--- src/core/thermal_trip_map.svh ---
// Register pointers, field positions, reset values and hysteresis steps
`ifndef THERMAL_TRIP_MAP_SVH
`define THERMAL_TRIP_MAP_SVH

`define PTR_W 8
`define PTR_UPPER 8'h02
`define PTR_LOWER 8'h03
`define PTR_CRIT 8'h04
`define PTR_TEMP 8'h05
`define PTR_MAKER 8'h06
`define PTR_PART 8'h07

`define WORD_W 16
`define WORD_ZERO 16'h0000
`define LIMIT_MSB 12
`define LIMIT_LSB 2
`define LIMIT_W 11
`define LIMIT_ZERO 11'h000
`define TEMP_MSB 12
`define TEMP_LSB 1
`define TEMP_W 12
`define TEMP_ZERO 12'h000
`define BIT_CRIT 15
`define BIT_ABOVE 14
`define BIT_BELOW 13

`define EXT_W 14
`define HYST_SEL_W 2
`define HYST_OFF 14'h0000
`define HYST_1P5 14'h000C
`define HYST_3 14'h0018
`define HYST_6 14'h0030
`define HYST_SEL_OFF 2'h0
`define HYST_SEL_1P5 2'h1
`define HYST_SEL_3 2'h2
`define HYST_SEL_6 2'h3

`endif

--- src/core/thermal_trip_pkg.sv ---
// Types shared by the trip register bank and its comparators
package thermal_trip_pkg;
	typedef enum {TRIP_BELOW, TRIP_ABOVE, TRIP_CRIT} trip_kind_t;
	typedef logic signed [13:0] temp_ext_t;
	typedef logic [15:0] reg_word_t;
endpackage : thermal_trip_pkg

--- src/core/thermal_trip_register_bank.sv ---
// Threshold, temperature and identification registers with trip flags
`timescale 1ns/1ps
`include "thermal_trip_map.svh"
module thermal_trip_register_bank
	import thermal_trip_pkg::*;
#(
	parameter logic [`WORD_W-1:0] MAKER_CODE = 16'h5A5A, // Arbitrary value
	parameter logic [7:0] PART_CODE = 8'hC3, // Arbitrary value
	parameter logic [7:0] REVISION_CODE = 8'h01 // Arbitrary value
)
(
	input wire logic sys_clk_i, // System clock, 125 MHz
	input wire logic nrst_i, // Power-on reset, sync, active low
	input wire logic [`PTR_W-1:0] reg_ptr_i, // Register pointer
	input wire logic wr_stb_i, // Register write strobe
	input wire logic [`WORD_W-1:0] wr_data_i, // Register write data
	input wire logic rd_stb_i, // Register read strobe
	output logic [`WORD_W-1:0] rd_data_o, // Register read data
	output logic rd_valid_o, // Read data valid pulse
	output logic wr_refused_o, // Write ignored pulse
	input wire logic [`HYST_SEL_W-1:0] hyst_sel_i, // Hysteresis select
	input wire logic alarm_lock_i, // Alarm window lock
	input wire logic crit_lock_i, // Critical limit lock
	input wire logic sample_stb_i, // New temperature sample
	input wire logic [`TEMP_W-1:0] sample_i, // Sample, eighth degrees
	output logic [`WORD_W-1:0] temp_word_o, // Temperature register
	output logic above_crit_o, // At or above critical
	output logic above_window_o, // Above alarm window
	output logic below_window_o, // Below alarm window
	output logic in_window_o // Inside alarm window
);
	logic [`LIMIT_W-1:0] upper_q;
	logic [`LIMIT_W-1:0] lower_q;
	logic [`LIMIT_W-1:0] crit_q;
	logic [`TEMP_W-1:0] temp_q;
	logic [`EXT_W-1:0] hyst_c;
	logic above_win_d;
	logic below_win_d;
	logic sel_upper;
	logic sel_lower;
	logic sel_crit;
	logic sel_temp;
	logic sel_maker;
	logic sel_part;
	logic wr_upper;
	logic wr_lower;
	logic wr_crit;
	logic wr_refused_d;
	logic [`LIMIT_W-1:0] wr_limit;
	reg_word_t temp_word_c;
	reg_word_t rd_word_c;

	// Pointer decode
	assign sel_upper = reg_ptr_i == `PTR_UPPER;
	assign sel_lower = reg_ptr_i == `PTR_LOWER;
	assign sel_crit = reg_ptr_i == `PTR_CRIT;
	assign sel_temp = reg_ptr_i == `PTR_TEMP;
	assign sel_maker = reg_ptr_i == `PTR_MAKER;
	assign sel_part = reg_ptr_i == `PTR_PART;

	// Only the signed quarter-degree field is kept
	assign wr_limit = wr_data_i[`LIMIT_MSB:`LIMIT_LSB];

	// Locked boundaries drop the write
	assign wr_upper = wr_stb_i && sel_upper && !alarm_lock_i;
	assign wr_lower = wr_stb_i && sel_lower && !alarm_lock_i;
	assign wr_crit = wr_stb_i && sel_crit && !crit_lock_i;

	always_comb
	begin
		wr_refused_d = 1'b0;
		if (wr_stb_i)
		begin
			if ((sel_upper || sel_lower) && alarm_lock_i)
				wr_refused_d = 1'b1;
			else if (sel_crit && crit_lock_i)
				wr_refused_d = 1'b1;
			else if (sel_temp || sel_maker || sel_part)
				wr_refused_d = 1'b1;
		end
	end

	always_ff @(posedge sys_clk_i)
	begin
		if (!nrst_i)
			upper_q <= `LIMIT_ZERO;
		else if (wr_upper)
			upper_q <= wr_limit;
	end

	always_ff @(posedge sys_clk_i)
	begin
		if (!nrst_i)
			lower_q <= `LIMIT_ZERO;
		else if (wr_lower)
			lower_q <= wr_limit;
	end

	always_ff @(posedge sys_clk_i)
	begin
		if (!nrst_i)
			crit_q <= `LIMIT_ZERO;
		else if (wr_crit)
			crit_q <= wr_limit;
	end

	// Sample latch; host writes never reach it
	always_ff @(posedge sys_clk_i)
	begin
		if (!nrst_i)
			temp_q <= `TEMP_ZERO;
		else if (sample_stb_i)
			temp_q <= sample_i;
	end

	// Hysteresis in eighth-degree steps
	always_comb
	begin
		case (hyst_sel_i)
			`HYST_SEL_OFF: hyst_c = `HYST_OFF;
			`HYST_SEL_1P5: hyst_c = `HYST_1P5;
			`HYST_SEL_3: hyst_c = `HYST_3;
			`HYST_SEL_6: hyst_c = `HYST_6;
			default: hyst_c = `HYST_OFF;
		endcase
	end

	// Flags see only sample, limits and hysteresis
	trip_flag #(
		.KIND(TRIP_BELOW)
	) u_below (
		.sys_clk_i(sys_clk_i),
		.nrst_i(nrst_i),
		.sample_stb_i(sample_stb_i),
		.temp_i(sample_i),
		.limit_i(lower_q),
		.hyst_i(hyst_c),
		.flag_o(below_window_o),
		.flag_d_o(below_win_d)
	);

	trip_flag #(
		.KIND(TRIP_ABOVE)
	) u_above (
		.sys_clk_i(sys_clk_i),
		.nrst_i(nrst_i),
		.sample_stb_i(sample_stb_i),
		.temp_i(sample_i),
		.limit_i(upper_q),
		.hyst_i(hyst_c),
		.flag_o(above_window_o),
		.flag_d_o(above_win_d)
	);

	trip_flag #(
		.KIND(TRIP_CRIT)
	) u_crit (
		.sys_clk_i(sys_clk_i),
		.nrst_i(nrst_i),
		.sample_stb_i(sample_stb_i),
		.temp_i(sample_i),
		.limit_i(crit_q),
		.hyst_i(hyst_c),
		.flag_o(above_crit_o),
		.flag_d_o()
	);

	// Window state follows the flags in the same cycle
	always_ff @(posedge sys_clk_i)
	begin
		if (!nrst_i)
			in_window_o <= 1'b1;
		else
			in_window_o <= !above_win_d && !below_win_d;
	end

	// Temperature register image
	always_comb
	begin
		temp_word_c = `WORD_ZERO;
		temp_word_c[`TEMP_MSB:`TEMP_LSB] = temp_q;
		temp_word_c[`BIT_CRIT] = above_crit_o;
		temp_word_c[`BIT_ABOVE] = above_window_o;
		temp_word_c[`BIT_BELOW] = below_window_o;
	end

	always_ff @(posedge sys_clk_i)
	begin
		if (!nrst_i)
			temp_word_o <= `WORD_ZERO;
		else
			temp_word_o <= temp_word_c;
	end

	// Read multiplexer; unused bits and pointers read zero
	always_comb
	begin
		rd_word_c = `WORD_ZERO;
		case (reg_ptr_i)
			`PTR_UPPER:
			begin
				rd_word_c[`LIMIT_MSB:`LIMIT_LSB] = upper_q;
			end
			`PTR_LOWER:
			begin
				rd_word_c[`LIMIT_MSB:`LIMIT_LSB] = lower_q;
			end
			`PTR_CRIT:
			begin
				rd_word_c[`LIMIT_MSB:`LIMIT_LSB] = crit_q;
			end
			`PTR_TEMP:
			begin
				rd_word_c = temp_word_c;
			end
			`PTR_MAKER:
			begin
				rd_word_c = MAKER_CODE;
			end
			`PTR_PART:
			begin
				rd_word_c = {PART_CODE, REVISION_CODE};
			end
			default:
			begin
				rd_word_c = `WORD_ZERO;
			end
		endcase
	end

	// Read data held until the next read
	always_ff @(posedge sys_clk_i)
	begin
		if (!nrst_i)
			rd_data_o <= `WORD_ZERO;
		else if (rd_stb_i)
			rd_data_o <= rd_word_c;
	end

	always_ff @(posedge sys_clk_i)
	begin
		if (!nrst_i)
			rd_valid_o <= 1'b0;
		else
			rd_valid_o <= rd_stb_i;
	end

	always_ff @(posedge sys_clk_i)
	begin
		if (!nrst_i)
			wr_refused_o <= 1'b0;
		else
			wr_refused_o <= wr_refused_d;
	end
endmodule : thermal_trip_register_bank

--- src/core/trip_flag.sv ---
// One hysteresis trip comparator and its flag
`timescale 1ns/1ps
`include "thermal_trip_map.svh"
module trip_flag
	import thermal_trip_pkg::*;
#(
	parameter trip_kind_t KIND = TRIP_CRIT
)
(
	input wire logic sys_clk_i, // System clock
	input wire logic nrst_i, // Sync reset, active low
	input wire logic sample_stb_i, // New sample this cycle
	input wire logic [`TEMP_W-1:0] temp_i, // Sample, eighth degrees
	input wire logic [`LIMIT_W-1:0] limit_i, // Limit, quarter degrees
	input wire logic [`EXT_W-1:0] hyst_i, // Hysteresis, eighth degrees
	output logic flag_o, // Trip flag
	output logic flag_d_o // Trip flag next value
);
	temp_ext_t t;
	temp_ext_t l;
	temp_ext_t lh;
	logic set_c;
	logic clr_c;

	// Limit scaled to eighth degrees; sample and limit sign extended, hysteresis cast at full width
	assign t = temp_ext_t'($signed(temp_i));
	assign l = temp_ext_t'($signed({limit_i, 1'b0}));
	assign lh = l - temp_ext_t'(hyst_i);

	always_comb
	begin
		set_c = 1'b0;
		clr_c = 1'b0;
		case (KIND)
			TRIP_BELOW:
			begin
				set_c = t < lh;
				clr_c = t >= l;
			end
			TRIP_ABOVE:
			begin
				set_c = t > l;
				clr_c = t <= lh;
			end
			TRIP_CRIT:
			begin
				set_c = t >= l;
				clr_c = t < lh;
			end
			default:
			begin
				set_c = 1'b0;
				clr_c = 1'b0;
			end
		endcase
	end

	always_comb
	begin
		flag_d_o = flag_o;
		if (sample_stb_i)
		begin
			if (set_c)
				flag_d_o = 1'b1;
			else if (clr_c)
				flag_d_o = 1'b0;
		end
	end

	always_ff @(posedge sys_clk_i)
	begin
		if (!nrst_i)
			flag_o <= 1'b0;
		else
			flag_o <= flag_d_o;
	end
endmodule : trip_flag

--- config.mk ---
export PLATFORM = sky130hd
export DESIGN_NAME = thermal_trip_register_bank
export DESIGN_NICKNAME = d
export VERILOG_FILES = /design/src/core/thermal_trip_pkg.sv /design/src/core/thermal_trip_register_bank.sv /design/src/core/trip_flag.sv
export VERILOG_INCLUDE_DIRS = /design/src /design/src/core
export SDC_FILE = /design/constraint.sdc
export NUM_CORES = 1
export LEC_CHECK = 0
export BUFFER_PORTS_ARGS = -buffer_cell sky130_fd_sc_hd__buf_2
export CAP_MARGIN = 20
export CORE_MARGIN = 3
export CORE_UTILIZATION = 52
export CTS_CLUSTER_DIAMETER = 100
export CTS_CLUSTER_SIZE = 30
export DETAILED_ROUTE_END_ITERATION = 16
export GPL_TIMING_DRIVEN = 1
export PLACE_DENSITY_LB_ADDON = 0.12
export SYNTH_ARGS = -nofsm -noshare
export SYNTH_HDL_FRONTEND = slang
export SYNTH_SLANG_ARGS = --single-unit
--- constraint.sdc ---
create_clock -name sys_clk_i -period 3.62 [get_ports sys_clk_i]
set_input_delay 0.724 -clock sys_clk_i [delete_from_list [all_inputs] [get_ports sys_clk_i]]
set_output_delay 0.724 -clock sys_clk_i [all_outputs]
set_load 0.01 [all_outputs]
======== Word level (Yosys, flattened, before mapping) ========
Index checks and enable logic that the tools add are counted.
word-level totals
  flip-flop bits (word level) ............. 83
  output and inout port bits .............. 38
  word-level logic and storage cells ...... 66
cells by class
  add/sub/neg operators ................... 3
  magnitude comparators ................... 6
  equality and inequality tests ........... 9
  mux-type cells .......................... 15
  reductions and logical operators ........ 20
operators by type and width
  operator                                                               count
  11-bit one-hot mux with 6 select lines                                 1
  14-bit one-hot mux with 4 select lines                                 1
  12-bit by 14-bit subtractor with 14-bit output                         3
  8-bit by 3-bit equality test with 1-bit output, second input constant  4
  12-bit by 14-bit less-than comparator with 1-bit output                2
  12-bit >= comparator                                                   2
  8-bit by 2-bit equality test with 1-bit output, second input constant  2
  12-bit by 14-bit less-or-equal comparator with 1-bit output            1
  12-bit greater-than comparator                                         1
  1-bit 2-to-1 mux                                                       11
  1-bit logical AND                                                      9
  3-bit one-hot mux with 3 select lines                                  1
  2-bit one-hot mux with 3 select lines                                  1
  2-bit equality test, second input constant                             2
  1-bit logical NOT                                                      4
  2-bit AND reduction                                                    2
  1-bit logical OR                                                       3
  2-bit by 1-bit equality test with 1-bit output, second input constant  1
  2-bit logical NOT                                                      1
  2-bit nonzero test                                                     1

======== Logic depth before layout (Yosys ltp) ========
Gate-level depths: netlist of run 1.
  word-level depth ........................ 9
  mapped depth ............................ 16
  gate-level depth less buffers ........... 16

======== Cells and area by module ========
From an unflattened synthesis of run 1, not the netlist that was laid out.
second synthesis, totals
  cells, all modules ...................... 871
  area, all modules ....................... 7,048.0 um^2
modules (own cells, without submodules)
  module                      instances  cells each  area an instance (um^2)  sequential area each (um^2)
  thermal_trip_register_bank  1          348         3,156.8                  1,581.5
  trip_flag at u_above        1          185         1,351.3                  20.0
  trip_flag at u_crit         1          175         1,288.7                  20.0
  trip_flag at u_below        1          163         1,251.2                  20.0

======== Worst setup path before layout of run 1 ========
No wires, ideal clock.
  kind .................................... in2reg
  start ................................... input hyst_sel_i[1]
  end ..................................... register in_window_o
  data arrival time ....................... 3.649 ns
  slack ................................... -0.093 ns
  stages on the path ...................... 16
  buffers on the path ..................... 0
  cells stage by stage .................... inv_1 > ha_1 > ha_1 > nor2b_1 > o21a_1 > o21ai_1 > nand2b_1 > nor3_1 > xnor2_1 > ha_1 > and4_1 > a2111oi_0 > a221oi_1 > a311oi_1 > o41ai_1 > nor2_1
on the way
  word-level cells in the longest chain between the ends .. 9
  elaborated cells on any way between the ends .. 17
  classes of those cells .................. add/sub: 2; order compare: 2; eq/ne: 3; mux: 6; reduce/logical: 4
RTL lines
  what                                                         line                               text
  from (decl)                                                  thermal_trip_register_bank.sv:21   input wire logic [`HYST_SEL_W-1:0] hyst_sel_i,
  2-bit equality test (tied with other cells)                  thermal_trip_register_bank.sv:119  case (hyst_sel_i)
  14-bit one-hot mux with 4 select lines (*)                   thermal_trip_register_bank.sv:119
  12-bit by 14-bit subtractor with 14-bit output               trip_flag.sv:28                    assign lh = l - temp_ext_t'(hyst_i);
  12-bit by 14-bit less-or-equal comparator with 1-bit output  trip_flag.sv:43                    clr_c = t <= lh;
  1-bit 2-to-1 mux                                             trip_flag.sv:65                    else if (clr_c)
  1-bit 2-to-1 mux                                             trip_flag.sv:63                    if (set_c)
  1-bit 2-to-1 mux                                             trip_flag.sv:61                    if (sample_stb_i)
  1-bit logical NOT                                            thermal_trip_register_bank.sv:174  in_window_o <= !above_win_d && !below_win_d;
  1-bit logical AND (*)                                        thermal_trip_register_bank.sv:174
  to (signal assigned)                                         thermal_trip_register_bank.sv:174
  to (decl)                                                    thermal_trip_register_bank.sv:30   output logic in_window_o
Every way passes the cells marked *; elsewhere a longest branch is shown, timed or not. The select of a mux whose other input is x is not followed.
A chain may end at the register's enable or synchronous reset.

======== Worst setup path after layout of run 1 ========
Ends and elaborated chain as after synthesis.

==> results of run 1 <==
metal layers:
| layer | routed length [um] | vias to the layer above |
|---|---|---|
| li1 | - | 2418 |
| met1 | 6867 | 2329 |
| met2 | 7120 | 126 |
| met3 | 670 | 34 |
| met4 | 411 | 0 |
| met5 | 0 | - |
critical path: stages:
cell       delay, ns
buf_2           0.10
inv_2           0.05
ha_4            0.28
ha_4            0.19
nor2b_1         0.13
o21a_1          0.21
o21ai_2         0.13
nand2b_1        0.13
nor3_2          0.18
xnor2_1         0.10
ha_1            0.34
a21o_1          0.20
a2111oi_4       0.40
a221oi_2        0.10
a311oi_2        0.29
o41ai_2         0.13
nor2_1          0.10
cell type report:
class,instances,area share (%)
multi-input cells,489,58.12
flip-flops and latches,82,25.58
repair buffers,91,7.682
inverters,46,2.691
well taps,136,2.652
clock buffers,10,2.145
clock inverters,6,1.131
final timing paths:
| path | from | to | slack (ns) | depth (start not counted) |
|---|---|---|---|---|
| worst min-delay path | rd_data_o[0] | rd_data_o[0] | 0.47 | 2 |
| worst max register to register | upper_q[2] | in_window_o | 0.41 | 14 |
| worst min register to register | rd_data_o[0] | rd_data_o[0] | 0.47 | 2 |
| worst max-delay path | hyst_sel_i[1] | in_window_o | 0.13 | 17 |
cells in the mapped netlist (all sizes together), types with 2 or more instances:
master    n
a21oi    39
nand4b    2
and2     18
nand2    27
nor4      4
a2111oi   3
nand2b   11
inv      45
clkbuf   13
dfxtp    82
a211oi    5
nor3      9
nand4    11
ha       83
or3       3
a211o     2
mux2i    60
and4      2
xor2      2
nand3    13
or4       2
o211ai    2
buf      10
nor2b     9
o21ai    28
o21a      4
o22ai     2
nor2     84
o2111ai   5
xnor2    22
o221ai    5
nand3b    3
o31a      3
fa        3
a21o     14
per-stage QoR:
step	hold WS (ns)	total power [uW]
final	0.4729	2073
after global routing	0.5017	2184
after CTS	0.4754	2076
after detailed placement	0.4584	1376
after global placement	0.4571	1360
after floorplan	0.4517	1225
state kept, by name (all words and copies together), names as in the netlist:
signal	flops
crit_q	11
in_window_o	1
lower_q	11
rd_data_o	16
rd_valid_o	1
temp_q	12
temp_word_o	15
u_above.flag_o	1
u_below.flag_o	1
u_crit.flag_o	1
upper_q	11
wr_refused_o	1
power breakdown:
part           switching [uW]  internal (uW)  leakage (uW)  total [uW]
Combinational             238            184       0.00234         422
Clock                     359            345      0.000103         703
Sequential               18.0            930      0.000668         948
cell families (layout without fill, tap and decap cells):
family,after synthesis,after routing
fa+ha+maj,86,86
other cells,1,1
compound gates,118,118
simple gates,200,200
buf+inv,69,153
xor+xnor,24,24
mux,60,60
flops,82,82
what timing repair did:
item | 4_1_cts | 5_1_grt
endpoints found under the setup margin | 1 | 2
pin swaps | 0 | 12
resized for setup | 1 | 9
==> results.tsv, run 1 <==
stage	metric	value	unit
outcome	status	complete, no violations	
global_routing	grt_max_degree	56	
floorplanning	die_h	109.5	um
power_and_ir_drop	peakVddDrop	296.5	uV
cells_and_area	final_common_cell	nor2_1	
power_and_ir_drop	p_per_area	323.0	nW/um^2
drt	drtIter0Drc	222	
logic_synthesis	syn-cell-area	5572	sq um
cells_and_area	fin_area	6417	sq um
clock_network	clkTransAtPathRegs	0.09	ns
logic_synthesis	synthesis.nets	771	
clock_network	clk_latency	0.36	ns
place	place.gp.congestion	0.9003	
global_routing	use_met1	33.99	%
floorplanning	dieArea	11990	sq um
drt	postRouteAntennaNets	0	
setup_path	cp.arrival	3.79	ns
logic_synthesis	synth-xor-area-share	3.773	%
logic_synthesis	synth.area.top_cells	dfxtp_1 (29%), ha_1 (19%), mux2i_1 (11%)	
cells_and_area	final_cell_mix	nor2_1 (84), dfxtp_1 (82), ha_1 (81)	
place	place_hpwl	11720	um
floorplanning	core-area	10370	sq um
sta	hold_violations	0	
drt	wl_per_cell	17.52	um
sta	fmaxAchievable	286.6	MHz
sta	setup_tns	0	ns
setup_path	end_kind	register	
place	post_dp_cell_area	6145	sq um
setup_path	critical_path_class	primary input to register	
logic_synthesis	synth.area.mux_share	10.78	%
cells_and_area	final_core_util	61.88	%
global_routing	grt_pass1_wl	24520	um
drt	routed_via_density	5.706	
clock_network	clock_sinks	82	
cells_and_area	synthToLayoutAreaGrowth	15.18	%
logic_synthesis	synth-simple-area-share	17.88	%
logic_synthesis	synth-adder-area-share	19.72	%
cells_and_area	seq_area	1642	sq um
sta	period_share	96.37	%
clock_network	hold_buffers	0	
logic_synthesis	synth_edf_count	0	
sta	maxSlewViolCount	0	
global_routing	grt_pass1_vias	4873	
clock_network	cts_buffers	9	
setup_path	crit_fanout	3	
min_path	hold_path.class	register to register	
clock_network	clk_path_buf_depth	2	
global_routing	overflow	0	
logic_synthesis	syn_inst	640	
logic_synthesis	synth.distinct_cells	53	
cells_and_area	fill_cells	925	
setup_path	critPathLaunchType	primary input	
power_and_ir_drop	p_leak	0.003112	uW
logic_synthesis	postSynthRegisterBits	82	
sta	setup_viol	0	
clock_network	post_cts.repair.setup_buffers	0	
sta	period_needed	3.489	ns
setup_path	required	3.93	ns
cells_and_area	antenna_cells	0	
logic_synthesis	synth_top_family_by_area	adder cells	
logic_synthesis	async_flop_share	0	%
global_routing	top_usage_layer	met2	
clock_network	tritoncts	yes	
clock_network	htreeDepth	3	
floorplanning	rows	37	
drt	vias	4907	
sta	skew	0.01165	ns
logic_synthesis	yosysWarnings	0	
cells_and_area	final_layout_size_suffix_gt1_share	16.99	%
drt	drtPass1Iterations	5	
floorplanning	initial_core_util	53.73	%
place	post-place-cells	844	
logic_synthesis	yosysSeqAreaShare	29.46	%
global_routing	grt_use_total	26.23	%
place	place_worst_setup_slack	-0.3746	ns
logic_synthesis	ys.flop_type	dfxtp_1	
flow_run	drv_cap	0	
clock_network	root_buffer	clkbuf_8	
logic_synthesis	yosysTopAreaCellShare	29.46	%
sta	timing.slew.headroom	46.84	%
floorplanning	io_pins	83	
sta	worst_slew_pin_slew	0.7974	ns
logic_synthesis	synth_compound_area_share	13.36	%
cells_and_area	finalNonFillerCells	860	
global_routing	antenna_found_initial	0	
sta	setup_slack	0.1313	ns
logic_synthesis	syn_area_per_cell	8.706	sq um
cells_and_area	multiInputGateArea	3730	sq um
drt	drc_errors	0	
floorplanning	die_x	109.5	um
cells_and_area	fin_nets	850	
drt	drt_wl_total	15070	um
place	port_buffers	76	
global_routing	use_met2	43.98	%
logic_synthesis	synth_top_area_cell	dfxtp_1	
global_routing	use_met3	4.580	%
Note: power is estimated with default switching activity, not from simulation.
==> run 2, diff against run 1 <==
- ABC_AREA: default -> 1
- CORE_UTILIZATION: 52 -> 53
==> results.tsv, run 2 <==
stage	metric	value	unit
logic_synthesis	synthesis.nets	900	
clock_network	clock_sinks	82	
logic_synthesis	yosysTopAreaCellShare	28.58	%
floorplanning	die_x	110.1	um
logic_synthesis	yosysSeqAreaShare	28.58	%
setup_path	crit_path_end	u_crit.flag_o	
logic_synthesis	ys_top_cells_by_count	nand2_1 (157), inv_1 (118), ha_1 (83)	
logic_synthesis	synth_most_common_cell	nand2_1	
drt	wl_per_cell	14.89	um
floorplanning	die_h	110.1	um
drt	routed_via_density	5.260	
power_and_ir_drop	p_leak	0.003375	uW
logic_synthesis	synth.area.top_cells	dfxtp_1 (29%), ha_1 (18%), nand2_1 (10%)	
logic_synthesis	syn-cell-area	5744	sq um
sta	setup_viol	0	
sta	hold_violations	0	
setup_path	reg2reg_to	u_crit.flag_o	
cells_and_area	finalNonFillerCells	1008	
logic_synthesis	synth-adder-area-share	19.12	%
clock_network	hold_buffers	0	
cells_and_area	final_layout_size_suffix_gt1_share	19.15	%
drt	drtIter0Drc	357	
cells_and_area	fin_nets	998	
setup_path	critical_path_class	primary input to register	
sta	period_share	90.77	%
sta	maxSlewViolCount	0	
logic_synthesis	synth-simple-area-share	20.37	%
logic_synthesis	synth.area.mux_share	0	%
global_routing	grt_max_degree	44	
setup_path	cp.arrival	3.56	ns
cells_and_area	antenna_cells	0	
logic_synthesis	synth-xor-area-share	3.659	%
logic_synthesis	yosysWarnings	0	
logic_synthesis	postSynthRegisterBits	82	
power_and_ir_drop	p_per_area	304.9	nW/um^2
setup_path	rr_worst_depth	20	
floorplanning	io_pins	83	
global_routing	grt_pass1_vias	5089	
clock_network	clkTransAtPathRegs	0.09	ns
drt	drc_errors	0	
cells_and_area	top_regs	rd_data_o: 16 flops, temp_word_o: 15 flops, temp_q: 12 flops	
drt	vias	5302	
cells_and_area	synthToLayoutAreaGrowth	15.44	%
sta	fmaxAchievable	304.3	MHz
logic_synthesis	ys.flop_type	dfxtp_1	
setup_path	crit_fanout	3	
place	place_hpwl	11990	um
cells_and_area	final_core_util	63.66	%
setup_path	reg2reg_from	crit_q[1]	
global_routing	grt_use_total	25.67	%
setup_path	critPathLaunchType	primary input	
setup_path	end_kind	register	
global_routing	grt_pass1_wl	24090	um
floorplanning	dieArea	12120	sq um
setup_path	required	3.89	ns
clock_network	root_buffer	clkbuf_8	
sta	setup_tns	0	ns
logic_synthesis	synth_edf_count	0	
drt	drt_wl_total	15010	um
logic_synthesis	synth.distinct_cells	38	
floorplanning	core-area	10420	sq um
logic_synthesis	synth_top_area_cell	dfxtp_1	
place	post-place-cells	992	
sta	rsz0062_at_grt	false	
cells_and_area	largest_register_ffs	16	
flow_run	drv_cap	0	
min_path	hold_path.class	register to register	
drt	drtPass1Iterations	6	
outcome	status	complete, no violations	
clock_network	tritoncts	yes	
sta	timing.slew.headroom	60.89	%
global_routing	overflow	0	
place	port_buffers	76	
min_path	holdPathStages	2	
setup_path	rrSetupSlack	0.52	ns
drt	postRouteAntennaNets	0	
clock_network	clk_latency	0.37	ns
cells_and_area	regMostFlops	rd_data_o	
cells_and_area	final_common_cell	nand2_1	
setup_path	cp-startpoint	hyst_sel_i[1]	
clock_network	clk_path_buf_depth	2	
floorplanning	rows	37	
power_and_ir_drop	peakVddDrop	166.2	uV
logic_synthesis	syn_inst	769	
logic_synthesis	synth_top_family_by_area	simple AND/OR/NAND/NOR gates	
cells_and_area	final_cell_mix	nand2_1 (157), inv_1 (117), ha_1 (82), dfxtp_1 (82), buf_2 (76)	
logic_synthesis	syn_area_per_cell	7.470	sq um
sta	period_needed	3.286	ns
logic_synthesis	synth_compound_area_share	17.93	%
clock_network	htreeDepth	3	
sta	worst_slew_pin_slew	0.5867	ns
global_routing	antenna_found_initial	0	
logic_synthesis	async_flop_share	0	%
floorplanning	initial_core_util	55.15	%
sta	skew	0.01015	ns
clock_network	cts_buffers	9	
place	place.gp.congestion	0.8537	
[run 2: cell type report]
type / instances / area [sq um]
clock buffers: 9 / 123.9
flip-flops and latches: 82 / 1642
well taps: 136 / 170.2
repair buffers: 108 / 620.6
clock inverters: 7 / 60.06
multi-input cells: 542 / 3548
inverters: 124 / 466.7
fillers: 957 / 3785
[run 2: report_power, final]
group	total, uW	leakage, uW	internal, uW	switching, uW
clock	642	0.0000844	260	383
sequential	946	0.000669	932	13.9
combinational	433	0.00262	179	254
total	2020	0.00338	1370	650
[run 2: cell families after synthesis]
| kind of cell | count (synthesis) |
|---|---|
| compound gates | 154 |
| fa+ha+maj | 86 |
| xor+xnor | 24 |
| flops | 82 |
| simple gates | 277 |
| buf+inv | 145 |
| other cells | 1 |
[run 2: worst min path at each step]
stage / start / endpoint / slack, ns
6_report: temp_q[5] / temp_word_o[6] / 0.45
5_1_grt: temp_q[0] / temp_word_o[1] / 0.47
4_1_cts: temp_q[5] / temp_word_o[6] / 0.45
3_5_place_dp: temp_q[3] / temp_word_o[4] / 0.43
3_3_place_gp: temp_q[7] / temp_word_o[8] / 0.43
2_1_floorplan: temp_q[9] / temp_word_o[10] / 0.42
[run 2: per-layer routing]
layer / track usage, % / routed length [um] / part of all wire [%]
met3: 3.145 / 846 / 5.6
met2: 40.77 / 6707 / 45
met1: 34.78 / 6917 / 46
met4: 11.79 / 539 / 3.6
met5: 0 / 0 / 0
[run 2: repair_timing]
item                                    CTS  global route
endpoints found under the setup margin    0             4
buffers inserted                          0             0
gates resized for setup                   0            13
[run 2: critical path: stages]
cell,delay [ns]
buf_2,0.11
inv_2,0.07
ha_4,0.14
ha_1,0.14
inv_1,0.06
fa_1,0.41
a21o_1,0.19
a21oi_2,0.13
nand3_1,0.12
nor2_1,0.11
nand2_1,0.08
buf_4,0.14
xor2_1,0.14
ha_1,0.28
nand3_1,0.13
inv_1,0.05
a21oi_1,0.13
nand2_1,0.09
nand2_1,0.07
nand2_1,0.05
o21ai_0,0.14
nand2_1,0.06
[run 2: per-stage QoR]
stage	worst slack [ns]	instance area [sq um]	hold WS, ns	total power, uW
3_5_place_dp	-0.2326	6411	0.4346	1391
4_1_cts	0.1242	6595	0.4477	2019
3_3_place_gp	-0.1566	6411	0.4286	1372
5_1_grt	0.04933	6631	0.4658	2130
6_report	0.3340	6631	0.4465	2022
2_1_floorplan	0.1604	5744	0.4195	1233
